==> src/include/spw_pkg.sv <==
`default_nettype none
package spw_pkg;
    localparam int unsigned SPW_CH = 6;

    // register indexes; byte address is four times the index
    localparam logic [7:0] SPW_IDX_IRQ_EN  = 8'ha9;
    localparam logic [7:0] SPW_IDX_IRQ_PRI = 8'hb9;
    localparam logic [7:0] SPW_IDX_CFG0    = 8'hd1;
    localparam logic [7:0] SPW_IDX_CTRL    = 8'hd2;
    localparam logic [7:0] SPW_IDX_PERIOD  = 8'hd3;
    localparam logic [7:0] SPW_IDX_CFG1    = 8'hd4;
    localparam logic [7:0] SPW_IDX_DUTY0   = 8'hd5;
    localparam logic [7:0] SPW_IDX_DUTY1   = 8'hd6;
    localparam logic [7:0] SPW_IDX_DUTY2   = 8'hd7;
    localparam logic [7:0] SPW_IDX_DUTY3   = 8'hdd;
    localparam logic [7:0] SPW_IDX_DUTY4   = 8'hde;
    localparam logic [7:0] SPW_IDX_DUTY5   = 8'hdf;
    localparam logic [7:0] SPW_IDX_STATUS  = 8'he0;

    // field positions
    localparam int unsigned SPW_IRQ_BIT     = 1;
    localparam int unsigned SPW_CTRL_RUN    = 7;
    localparam int unsigned SPW_CTRL_FLAG   = 6;
    localparam int unsigned SPW_CTRL_EN_LO  = 3;
    localparam int unsigned SPW_CTRL_CKS_LO = 0;
    localparam int unsigned SPW_CFG_INV_LO  = 3;
    localparam int unsigned SPW_CFG_EN_LO   = 0;
    localparam int unsigned SPW_STAT_OVF    = 0;

    localparam logic [7:0] SPW_RST_BYTE = 8'h00;
    localparam logic [7:0] SPW_RST_CNT  = 8'h00;

    typedef struct packed {
        logic       run;
        logic [2:0] cks;
        logic [7:0] period;
    } spw_cfg_s;

    typedef struct packed {
        logic [7:0] count;
        logic       overflow;
    } spw_cnt_s;

    // terminal count of the prescaler for each clock select code
    function automatic logic [7:0] spw_div_last(input logic [2:0] cks);
        case (cks)
            3'h0:    spw_div_last = 8'h00;
            3'h1:    spw_div_last = 8'h01;
            3'h2:    spw_div_last = 8'h03;
            3'h3:    spw_div_last = 8'h07;
            3'h4:    spw_div_last = 8'h1f;
            3'h5:    spw_div_last = 8'h3f;
            3'h6:    spw_div_last = 8'h7f;
            default: spw_div_last = 8'hff;
        endcase
    endfunction : spw_div_last
endpackage : spw_pkg
`default_nettype wire

==> src/verilog/spw_top.sv <==
// Functional notes
// - polarity bit inverts channel waveform
// - pin enable routes channel to pin
// - duty register sets high time
// - enable bit gates overflow interrupt
// - priority bit selects high or low
// - run bit starts counter; routed channels drive their count-zero level while stopped
// - counter runs with all pins off
// - one period, one interrupt shared
// - counter wraps after period value
// - overflow flag cleared only by software
// - clock select picks prescale ratio
// - stop clears counter, routing kept
`timescale 1ns/10ps
`default_nettype none
module spw_top (
    input  wire logic        clk,
    input  wire logic        reset,
    input  wire logic        psel,
    input  wire logic        penable,
    input  wire logic        pwrite,
    input  wire logic [11:0] paddr,
    input  wire logic [31:0] pwdata,
    output logic [31:0]      prdata,
    output logic             pready,
    output logic             pslverr,
    output logic [5:0]       pwm_pin_out,
    output logic [5:0]       pwm_pin_oe,
    output logic             irq,
    output logic             irq_high_priority
);
    typedef enum logic [1:0] {
        SPW_IDLE = 2'b01,
        SPW_ACC  = 2'b10
    } spw_bus_e;

    spw_bus_e          st;
    spw_bus_e          next_st;
    logic [31:0]       next_prdata;
    logic              next_pready;
    logic              next_pslverr;

    logic              irq_en;
    logic              irq_pri;
    logic [5:0]        cfg0;
    logic              run;
    logic              flag;
    logic [2:0]        en_lo;
    logic [2:0]        cks;
    logic [7:0]        period;
    logic [2:0]        inv_hi;
    logic [7:0]        duty [spw_pkg::SPW_CH];
    logic              next_irq_en;
    logic              next_irq_pri;
    logic [5:0]        next_cfg0;
    logic              next_run;
    logic              next_flag;
    logic [2:0]        next_en_lo;
    logic [2:0]        next_cks;
    logic [7:0]        next_period;
    logic [2:0]        next_inv_hi;
    logic [7:0]        next_duty [spw_pkg::SPW_CH];
    logic              next_irq;

    logic [7:0]        idx;
    logic              acc_wr;
    logic              acc_rd;
    logic [7:0]        wb;
    logic [5:0]        inv;
    logic [5:0]        route_en;
    spw_pkg::spw_cfg_s cfg;
    spw_pkg::spw_cnt_s cnt;

    // duty slot of an index, 7 when the index is no duty register
    function automatic logic [2:0] duty_slot(input logic [7:0] i);
        case (i)
            spw_pkg::SPW_IDX_DUTY0: duty_slot = 3'h0;
            spw_pkg::SPW_IDX_DUTY1: duty_slot = 3'h1;
            spw_pkg::SPW_IDX_DUTY2: duty_slot = 3'h2;
            spw_pkg::SPW_IDX_DUTY3: duty_slot = 3'h3;
            spw_pkg::SPW_IDX_DUTY4: duty_slot = 3'h4;
            spw_pkg::SPW_IDX_DUTY5: duty_slot = 3'h5;
            default:                duty_slot = 3'h7;
        endcase
    endfunction : duty_slot

    assign idx    = paddr[9:2];
    assign wb     = pwdata[7:0];
    assign acc_wr = (st == SPW_ACC) && psel && penable && pwrite && !pslverr;
    assign acc_rd = (st == SPW_ACC) && psel && penable && !pwrite && !pslverr;

    assign inv      = {inv_hi, cfg0[spw_pkg::SPW_CFG_INV_LO +: 3]};
    assign route_en = {cfg0[spw_pkg::SPW_CFG_EN_LO +: 3], en_lo};

    // one counter and period for all
    assign cfg = '{run:    run,
                   cks:    cks,
                   period: period};

    spw_counter u_counter (
        .clk   (clk),
        .reset (reset),
        .cfg   (cfg),
        .cnt   (cnt)
    );

    // bus: setup decodes and prepares the answer, access cycle has pready high
    always_comb begin
        logic [7:0] rd;
        logic       hit;
        rd           = 8'h00;
        hit          = 1'b1;
        next_st      = st;
        next_prdata  = prdata;
        next_pready  = 1'b0;
        next_pslverr = pslverr;
        case (idx)
            spw_pkg::SPW_IDX_IRQ_EN:  rd[spw_pkg::SPW_IRQ_BIT] = irq_en;
            spw_pkg::SPW_IDX_IRQ_PRI: rd[spw_pkg::SPW_IRQ_BIT] = irq_pri;
            spw_pkg::SPW_IDX_CFG0:    rd[5:0] = cfg0;
            spw_pkg::SPW_IDX_CTRL:    rd = {run, flag, en_lo, cks};
            spw_pkg::SPW_IDX_PERIOD:  rd = period;
            spw_pkg::SPW_IDX_CFG1:    rd[spw_pkg::SPW_CFG_INV_LO +: 3] = inv_hi;
            spw_pkg::SPW_IDX_STATUS:  rd[spw_pkg::SPW_STAT_OVF] = flag;
            default: begin
                if (duty_slot(idx) != 3'h7) begin
                    rd = duty[duty_slot(idx)];
                end else begin
                    hit = 1'b0;
                end
            end
        endcase
        case (st)
            SPW_IDLE: begin
                if (psel && !penable) begin
                    next_st      = SPW_ACC;
                    next_pready  = 1'b1;
                    next_pslverr = !hit || (paddr[11:10] != 2'b00);
                    next_prdata  = {24'h000000, rd};
                end
            end
            SPW_ACC: begin
                next_st      = SPW_IDLE;
                next_pslverr = 1'b0;
            end
            default: next_st = SPW_IDLE;
        endcase
    end

    always_ff @(posedge clk) begin
        if (reset) begin
            st      <= SPW_IDLE;
            prdata  <= 32'h00000000;
            pready  <= 1'b0;
            pslverr <= 1'b0;
        end else begin
            st      <= next_st;
            prdata  <= next_prdata;
            pready  <= next_pready;
            pslverr <= next_pslverr;
        end
    end

    // register file; writes land at the edge where pready is sampled high
    always_comb begin
        next_irq_en  = irq_en;
        next_irq_pri = irq_pri;
        next_cfg0    = cfg0;
        next_run     = run;
        next_flag    = flag;
        next_en_lo   = en_lo;
        next_cks     = cks;
        next_period  = period;
        next_inv_hi  = inv_hi;
        next_duty    = duty;
        if (acc_wr) begin
            case (idx)
                spw_pkg::SPW_IDX_IRQ_EN:  next_irq_en = wb[spw_pkg::SPW_IRQ_BIT];
                spw_pkg::SPW_IDX_IRQ_PRI: next_irq_pri = wb[spw_pkg::SPW_IRQ_BIT];
                spw_pkg::SPW_IDX_CFG0:    next_cfg0 = wb[5:0];
                spw_pkg::SPW_IDX_CTRL: begin
                    next_run   = wb[spw_pkg::SPW_CTRL_RUN];
                    next_en_lo = wb[spw_pkg::SPW_CTRL_EN_LO +: 3];
                    next_cks   = wb[spw_pkg::SPW_CTRL_CKS_LO +: 3];
                    if (!wb[spw_pkg::SPW_CTRL_FLAG]) begin
                        next_flag = 1'b0;
                    end
                end
                // period change takes effect at once
                spw_pkg::SPW_IDX_PERIOD:  next_period = wb;
                spw_pkg::SPW_IDX_CFG1:    next_inv_hi = wb[spw_pkg::SPW_CFG_INV_LO +: 3];
                default: begin
                    if (duty_slot(idx) != 3'h7) begin
                        next_duty[duty_slot(idx)] = wb;
                    end
                end
            endcase
        end
        // only a flag that the read returned is cleared, so no event is lost
        if (acc_rd && idx == spw_pkg::SPW_IDX_STATUS && prdata[spw_pkg::SPW_STAT_OVF]) begin
            next_flag = 1'b0;
        end
        // overflow flags even with pins off
        if (cnt.overflow) begin
            next_flag = 1'b1;
        end
        next_irq = next_flag && next_irq_en;
    end

    always_ff @(posedge clk) begin
        if (reset) begin
            irq_en  <= 1'b0;
            irq_pri <= 1'b0;
            cfg0    <= 6'h00;
            run     <= 1'b0;
            flag    <= 1'b0;
            en_lo   <= 3'h0;
            cks     <= 3'h0;
            period  <= spw_pkg::SPW_RST_BYTE;
            inv_hi  <= 3'h0;
            for (int i = 0; i < spw_pkg::SPW_CH; i++) begin
                duty[i] <= spw_pkg::SPW_RST_BYTE;
            end
            irq               <= 1'b0;
            irq_high_priority <= 1'b0;
        end else begin
            irq_en  <= next_irq_en;
            irq_pri <= next_irq_pri;
            cfg0    <= next_cfg0;
            run     <= next_run;
            flag    <= next_flag;
            en_lo   <= next_en_lo;
            cks     <= next_cks;
            period  <= next_period;
            inv_hi  <= next_inv_hi;
            duty    <= next_duty;
            irq     <= next_irq;
            irq_high_priority <= next_irq_pri;
        end
    end

    // channel outputs; disabled pins drive low with enable off
    genvar ch;
    generate
        for (ch = 0; ch < spw_pkg::SPW_CH; ch++) begin : g_ch
            logic next_out;
            logic next_oe;
            always_comb begin
                // high below duty, zero duty low
                next_out = ((cnt.count < duty[ch]) ^ inv[ch]) && route_en[ch];
                next_oe  = route_en[ch];
            end
            always_ff @(posedge clk) begin
                if (reset) begin
                    pwm_pin_out[ch] <= 1'b0;
                    pwm_pin_oe[ch]  <= 1'b0;
                end else begin
                    pwm_pin_out[ch] <= next_out;
                    pwm_pin_oe[ch]  <= next_oe;
                end
            end
        end
    endgenerate

    property p_duty_high;
        @(posedge clk) disable iff (reset)
        (route_en[0] && !inv[0]) |=> (pwm_pin_out[0] == ($past(cnt.count) < $past(duty[0])));
    endproperty
    a_duty_high: assert property (p_duty_high) else $error("channel 0 level wrong for count");

    property p_invert;
        @(posedge clk) disable iff (reset)
        (route_en[1] && inv[1] && cnt.count < duty[1]) |=> !pwm_pin_out[1];
    endproperty
    a_invert: assert property (p_invert) else $error("inverted channel 1 high inside duty");

    property p_route;
        @(posedge clk) disable iff (reset)
        !route_en[3] |=> (!pwm_pin_oe[3] && !pwm_pin_out[3]);
    endproperty
    a_route: assert property (p_route) else $error("disabled channel 3 drives its pin");

    property p_irq;
        @(posedge clk) disable iff (reset)
        (cnt.overflow && irq_en && !acc_wr) |=> irq;
    endproperty
    a_irq: assert property (p_irq) else $error("overflow with enable gave no interrupt");

    property p_flag_hold;
        @(posedge clk) disable iff (reset)
        (flag && !acc_wr && !acc_rd) |=> flag;
    endproperty
    a_flag_hold: assert property (p_flag_hold) else $error("overflow flag dropped without software");

    c_irq:    cover property (@(posedge clk) disable iff (reset) irq && route_en == 6'h00);
    c_clear:  cover property (@(posedge clk) disable iff (reset) flag ##1 !flag);
    c_pwm_hi: cover property (@(posedge clk) disable iff (reset) pwm_pin_out[0] ##1 !pwm_pin_out[0]);
endmodule : spw_top
`default_nettype wire

==> src/verilog/spw_counter.sv <==
`timescale 1ns/10ps
`default_nettype none
module spw_counter (
    input  wire logic             clk,
    input  wire logic             reset,
    input  wire spw_pkg::spw_cfg_s cfg,
    output spw_pkg::spw_cnt_s      cnt
);
    logic [7:0] div;
    logic [7:0] count;
    logic       ovf;
    logic [7:0] next_div;
    logic [7:0] next_count;
    logic       next_ovf;
    logic       tick;

    always_comb begin
        next_div   = div;
        next_count = count;
        next_ovf   = 1'b0;
        // >= so that a smaller select code or period takes effect at once
        tick       = div >= spw_pkg::spw_div_last(cfg.cks);
        if (!cfg.run) begin
            next_div   = spw_pkg::SPW_RST_CNT;
            next_count = spw_pkg::SPW_RST_CNT;
        end else if (tick) begin
            next_div = spw_pkg::SPW_RST_CNT;
            if (count >= cfg.period) begin
                next_count = spw_pkg::SPW_RST_CNT;
                next_ovf   = 1'b1;
            end else begin
                next_count = count + 8'h01;
            end
        end else begin
            next_div = div + 8'h01;
        end
    end

    always_ff @(posedge clk) begin
        if (reset) begin
            div   <= spw_pkg::SPW_RST_CNT;
            count <= spw_pkg::SPW_RST_CNT;
            ovf   <= 1'b0;
        end else begin
            div   <= next_div;
            count <= next_count;
            ovf   <= next_ovf;
        end
    end

    // one driver for the whole carrier
    assign cnt = {count, ovf};

    property p_wrap;
        @(posedge clk) disable iff (reset)
        (cfg.run && tick && count == cfg.period) |=> (ovf && count == 8'h00);
    endproperty
    a_wrap: assert property (p_wrap) else $error("counter did not wrap at period");

    property p_stop;
        @(posedge clk) disable iff (reset)
        !cfg.run |=> (count == 8'h00 && !ovf);
    endproperty
    a_stop: assert property (p_stop) else $error("counter not cleared while stopped");

    property p_prescale;
        @(posedge clk) disable iff (reset)
        (cfg.run && !tick) |=> (count == $past(count) && !ovf);
    endproperty
    a_prescale: assert property (p_prescale) else $error("counter moved without prescaler tick");

    c_overflow: cover property (@(posedge clk) disable iff (reset) ovf);
endmodule : spw_counter
`default_nettype wire

==> config.mk <==
export PLATFORM = sky130hd
export DESIGN_NAME = spw_top
export DESIGN_NICKNAME = d
export VERILOG_FILES = /design/src/include/spw_pkg.sv /design/src/verilog/spw_top.sv /design/src/verilog/spw_counter.sv
export SDC_FILE = /design/constraint.sdc
export NUM_CORES = 1
export LEC_CHECK = 0
export BUFFER_PORTS_ARGS = -buffer_cell sky130_fd_sc_hd__buf_2
export CAP_MARGIN = 30
export CORE_MARGIN = 8
export CORE_UTILIZATION = 50
export CTS_CLUSTER_DIAMETER = 80
export DETAILED_ROUTE_END_ITERATION = 6
export PLACE_DENSITY = 0.71
export SLEW_MARGIN = 10
export SYNTH_ARGS = -nofsm -noshare
export SYNTH_HDL_FRONTEND = slang
export SYNTH_SLANG_ARGS = --single-unit
==> constraint.sdc <==
create_clock -name clk -period 3.58 [get_ports clk]
set_input_delay 0.179 -clock clk [delete_from_list [all_inputs] [get_ports clk]]
set_output_delay 0.179 -clock clk [all_outputs]
set_load 0.02 [all_outputs]
==> tab_implementation.tex <==
\begin{tabular}{lr}
\hline
Metric & Value \\
\hline
\multicolumn{2}{l}{\textbf{Power}} \\
\quad Portion of total power attributed to sequential cells & 0.405 \\
\quad Internal cell power & 0.00245 W \\
\quad Standby leakage power & 3.06 nW \\
\quad VDD IR max & 0.351 mV \\
\quad PD cells & 425 nW/um\^{}2 \\
\quad Net Switching & 0.000792 W \\
\quad Clock Power Share & 0.536 \\
\quad Switching share of power & 0.244 \\
\quad Combinational fraction of design power & 0.059 \\
\quad Total power consumption of the routed design & 0.00324 W \\
\multicolumn{2}{l}{\textbf{Critical path}} \\
\quad Critical path start-end classification & reg -> reg \\
\quad Reg-to-reg slack, setup & 1.01 ns \\
\quad Path depth of the worst reg2reg path & 8 \\
\quad Startpoint of the worst register-to-register path & cks[1] \\
\quad Bufs and invs on worst path & 0 \\
\quad CP max stage cell & sky130\_fd\_sc\_hd\_\_a2111oi\_2 \\
\quad Critical path startpoint & cks[1] \\
\quad Number of gates on the worst path with buffers counted & 8 \\
\quad Category of cells accounting for the largest share of critical-path delay & simple AND/OR/NAND/NOR gates \\
\quad Data required time of the critical path & 3.89 ns \\
\quad Largest driver fanout on the critical path & 8 \\
\quad Worst setup EP type & flop \\
\quad Capturing instance or port of the critical path & u\_counter.count[6] \\
\quad Ordered cell list for the critical path & or3\_1 > ha\_1 > nand2b\_1 > a211o\_1 > a2111oi\_2 > or2\_2 > nor4b\_1 > mux2\_2 \\
\quad Arrival time of data at the critical path endpoint & 2.88 ns \\
\quad Terminus of the critical flop-to-flop path & u\_counter.count[6] \\
\quad Max incr delay on CP & 0.42 ns \\
\quad Startpoint class of the critical path & flop \\
\multicolumn{2}{l}{\textbf{Drt}} \\
\quad Total wire length after detailed routing & 17900 microns \\
\quad Remaining antenna violation count & 0 \\
\quad Post-detailed-route DRC marker count & 0 \\
\quad Total number of vias & 5797 \\
\quad Initial drt markers & 460 \\
\quad Detail-routed via count per cell & 5.54 \\
\quad Avg WL per Cell & 17.1 microns \\
\quad DR pass1 iterations & 5 \\
\multicolumn{2}{l}{\textbf{Timing}} \\
\quad Skew final & 0.00544 ns \\
\quad TNS Setup & 0 ns \\
\quad Final period demand of the worst path & 2.57 ns \\
\quad Unrepaired setup endpoints after global routing & false \\
\quad Max frequency & 390 MHz \\
\quad Hold Fails Final Rpt & 0 \\
\quad Slew Limit Fails & 0 \\
\quad Final Setup Violations & 0 \\
\quad Slew Limit Headroom & 0.409 \\
\quad Worst-margin pin slew & 0.886 ns \\
\quad Share of the cycle needed by the critical path after routing & 0.717 \\
\multicolumn{2}{l}{\textbf{Place}} \\
\quad Gp weighted congestion & 0.893 \\
\quad Half-perimeter wire length after detailed placement & 12700 microns \\
\quad Port buffer count & 46 \\
\multicolumn{2}{l}{\textbf{Die}} \\
\quad Starting density of the core & 0.513 \\
\quad Die width & 133 microns \\
\quad Placeable core region & 13300 sq um \\
\quad Die outline area & 17600 sq um \\
\quad FP Rows & 42 \\
\quad Chip Height & 133 microns \\
\quad Boundary Pins & 97 \\
\multicolumn{2}{l}{\textbf{GRT}} \\
\quad Initial antenna violation count & 0 \\
\quad GRT Total Usage & 0.207 \\
\quad Via count of the first global-routing pass & 5568 \\
\quad Maximum number of pins on one net before global-route repair & 70 \\
\quad Leftover overflow at the end of global routing & 0 \\
\quad Wire length of the first global-routing pass & 29100 microns \\
\multicolumn{2}{l}{\textbf{Yosys}} \\
\quad Cells taking the most area after synthesis & sky130\_fd\_sc\_hd\_\_dfxtp\_1 34\%, sky130\_fd\_sc\_hd\_\_ha\_1 11\%, sky130\_fd\_sc\_hd\_\_nor2\_1 7.2\%, sky130\_fd\_sc\_hd\_\_a21oi\_1 6.0\%, sky130\_fd\_sc\_hd\_\_mux2i\_1 5.9\% \\
\quad Number of enable-type register cells in the synthesized netlist & 0 \\
\quad Proportion of register bits with asynchronous set or reset after synthesis & 0 \\
\quad Part of the Yosys area used for sequential elements & 0.344 \\
\quad Mapped Area & 6820 sq um \\
\quad Average instance area after synthesis & 8.19 sq um \\
\quad Synthesized flop and latch total & 117 \\
\quad Biggest area consumer among synthesized cells & sky130\_fd\_sc\_hd\_\_dfxtp\_1 \\
\quad Synth Warn \# & 0 \\
\quad Area share of the leading cell type in the synthesized netlist & 0.344 \\
\quad Count of different cell masters after synthesis & 59 \\
\quad Ys flop type & sky130\_fd\_sc\_hd\_\_dfxtp\_1 \\
\quad Number of standard cells after synthesis & 832 \\
\multicolumn{2}{l}{\textbf{CTS}} \\
\quad Buffers from clock root to sink, at most & 2 \\
\quad CTS tree & yes \\
\quad Number of CTS-inserted buffers & 17 \\
\quad Worst skew pair latency & 0.42 ns \\
\quad Buffers inserted by post-CTS timing repair & 0 \\
\quad Root buf cell & sky130\_fd\_sc\_hd\_\_clkbuf\_16 \\
\quad Worst-path clk slew & 0.06 ns \\
\quad Sinks on Clock Net & 117 \\
\quad H-tree lvl count & 4 \\
\quad CTS hold repair buffers & 0 \\
\quad Post-CTS sizing & 0 \\
\multicolumn{2}{l}{\textbf{Finish}} \\
\quad Antenna Cells & 0 \\
\quad Storage element area & 2340 sq um \\
\quad Net count, final & 967 \\
\quad P\&R area growth vs syn & 12.0\% \\
\quad Fraction of layout cells with a size suffix above 1 & 0.127 \\
\quad Area occupied by multi-input gates & 3960 sq um \\
\quad Fill cell instance count of the final layout & 1199 \\
\multicolumn{2}{l}{\textbf{Outcome}} \\
\quad Run status & complete, no violations \\
\multicolumn{2}{l}{\textbf{Min path}} \\
\quad Worst hold-check path type & in -> reg \\
\multicolumn{2}{l}{\textbf{Run}} \\
\quad Number of maximum-capacitance constraint violations & 0 \\
\hline
\end{tabular}
[sequential cells by signal (all words and copies together), names as in the netlist, 2 cells and up]
signal           count
en_lo                3
inv_hi               3
period               8
prdata               8
pwm_pin_out          6
st                   2
duty                48
u_counter.count      8
cfg0                 6
pwm_pin_oe           6
u_counter.div        8
cks                  3
[cells in the mapped netlist, drive strengths merged (6+ instances only)]
master / n
a211oi: 11
a21oi: 82
and2: 8
buf: 45
clkbuf: 25
dfxtp: 117
ha: 60
inv: 58
mux2i: 40
nand2: 60
nand2b: 12
nand3: 7
nor2: 130
nor2b: 14
nor3: 16
nor4: 9
o21ai: 42
o22ai: 9
o31ai: 8
or3: 6
or4: 9
xor2: 10
[per-layer routing]
metal	wire, microns	global-route usage	part of all wire
met4	429	0.0871	0.024
met2	8230	0.335	0.46
met5	0	0	0
met3	1280	0.0541	0.072
met1	7950	0.255	0.44
[stage by stage]
| step | setup WS, ns | cells | instance area [sq um] | hold WS, ns | utilization |
|---|---|---|---|---|---|
| after floorplan | 1.07 | 855 | 6900 | 0.350 | - |
| after detailed placement | 0.971 | 1014 | 7020 | 0.445 | 0.528 |
| after global placement | 0.997 | 1014 | 7020 | 0.440 | 0.528 |
| after global routing | 0.851 | 1047 | 7630 | 0.0929 | 0.574 |
| after CTS | 0.913 | 1046 | 7630 | 0.0272 | 0.574 |
| final | 1.01 | 1047 | 7630 | 0.0354 | 0.574 |
[worst reg2reg max path: stages, from the launching register on]
cell                        delay (ns)
sky130_fd_sc_hd__dfxtp_1          0.37
sky130_fd_sc_hd__or3_1            0.37
sky130_fd_sc_hd__ha_1             0.27
sky130_fd_sc_hd__nand2b_1         0.14
sky130_fd_sc_hd__a211o_1          0.30
sky130_fd_sc_hd__a2111oi_2        0.42
sky130_fd_sc_hd__or2_2            0.25
sky130_fd_sc_hd__nor4b_1          0.07
sky130_fd_sc_hd__mux2_2           0.27
[cells by family after synthesis]
logic type	synth area share
and+or+nand+nor	0.219
AOI/OAI and AO/OA	0.158
buffers and inverters	0.0897
DFF	0.344
adders and majority gates	0.110
muxes	0.0637
xor gates and xnor gates	0.0154
other	0.000550
[how the worst min path moves through the flow]
stage	start	end	slack [ns]	cells past startpoint
2_1_floorplan	pwdata[1]	irq_en	0.35	2
3_3_place_gp	duty[34]	duty[34]	0.44	2
3_5_place_dp	duty[10]	duty[10]	0.44	2
4_1_cts	paddr[11]	pslverr	0.03	3
5_1_grt	paddr[11]	pslverr	0.09	3
6_report	paddr[11]	pslverr	0.04	3
[cell type report]
class,count,area share
clock buffer,17,0.0557
clock inverter,15,0.0238
inverter,58,0.0285
multi-input combinational,610,0.518
sequential,117,0.307
tap,176,0.0288
timing repair buffer,54,0.0380
[power by group through the flow]
stage          clock (W)  combinational, W  sequential, W
2_1_floorplan          0          0.000141        0.00135
3_3_place_gp           0          0.000186        0.00134
3_5_place_dp           0          0.000187        0.00134
4_1_cts          0.00176          0.000188        0.00131
5_1_grt          0.00181          0.000205        0.00132
6_report         0.00174          0.000191        0.00131
[layout by cell type, fill, tap and decap left out, types with 11 or more instances in the layout]
cell type                   count
sky130_fd_sc_hd__dfxtp_1      117
sky130_fd_sc_hd__nand2b_1      12
sky130_fd_sc_hd__a211oi_1      11
sky130_fd_sc_hd__nand2_1       60
sky130_fd_sc_hd__nor2_1       130
sky130_fd_sc_hd__o21ai_0       41
sky130_fd_sc_hd__nor2b_1       14
sky130_fd_sc_hd__ha_1          60
sky130_fd_sc_hd__clkbuf_16     17
sky130_fd_sc_hd__a21oi_1       82
sky130_fd_sc_hd__inv_1         57
sky130_fd_sc_hd__mux2i_1       40
sky130_fd_sc_hd__buf_2         46
sky130_fd_sc_hd__conb_1        24
(Power assumes the default switching activity.)
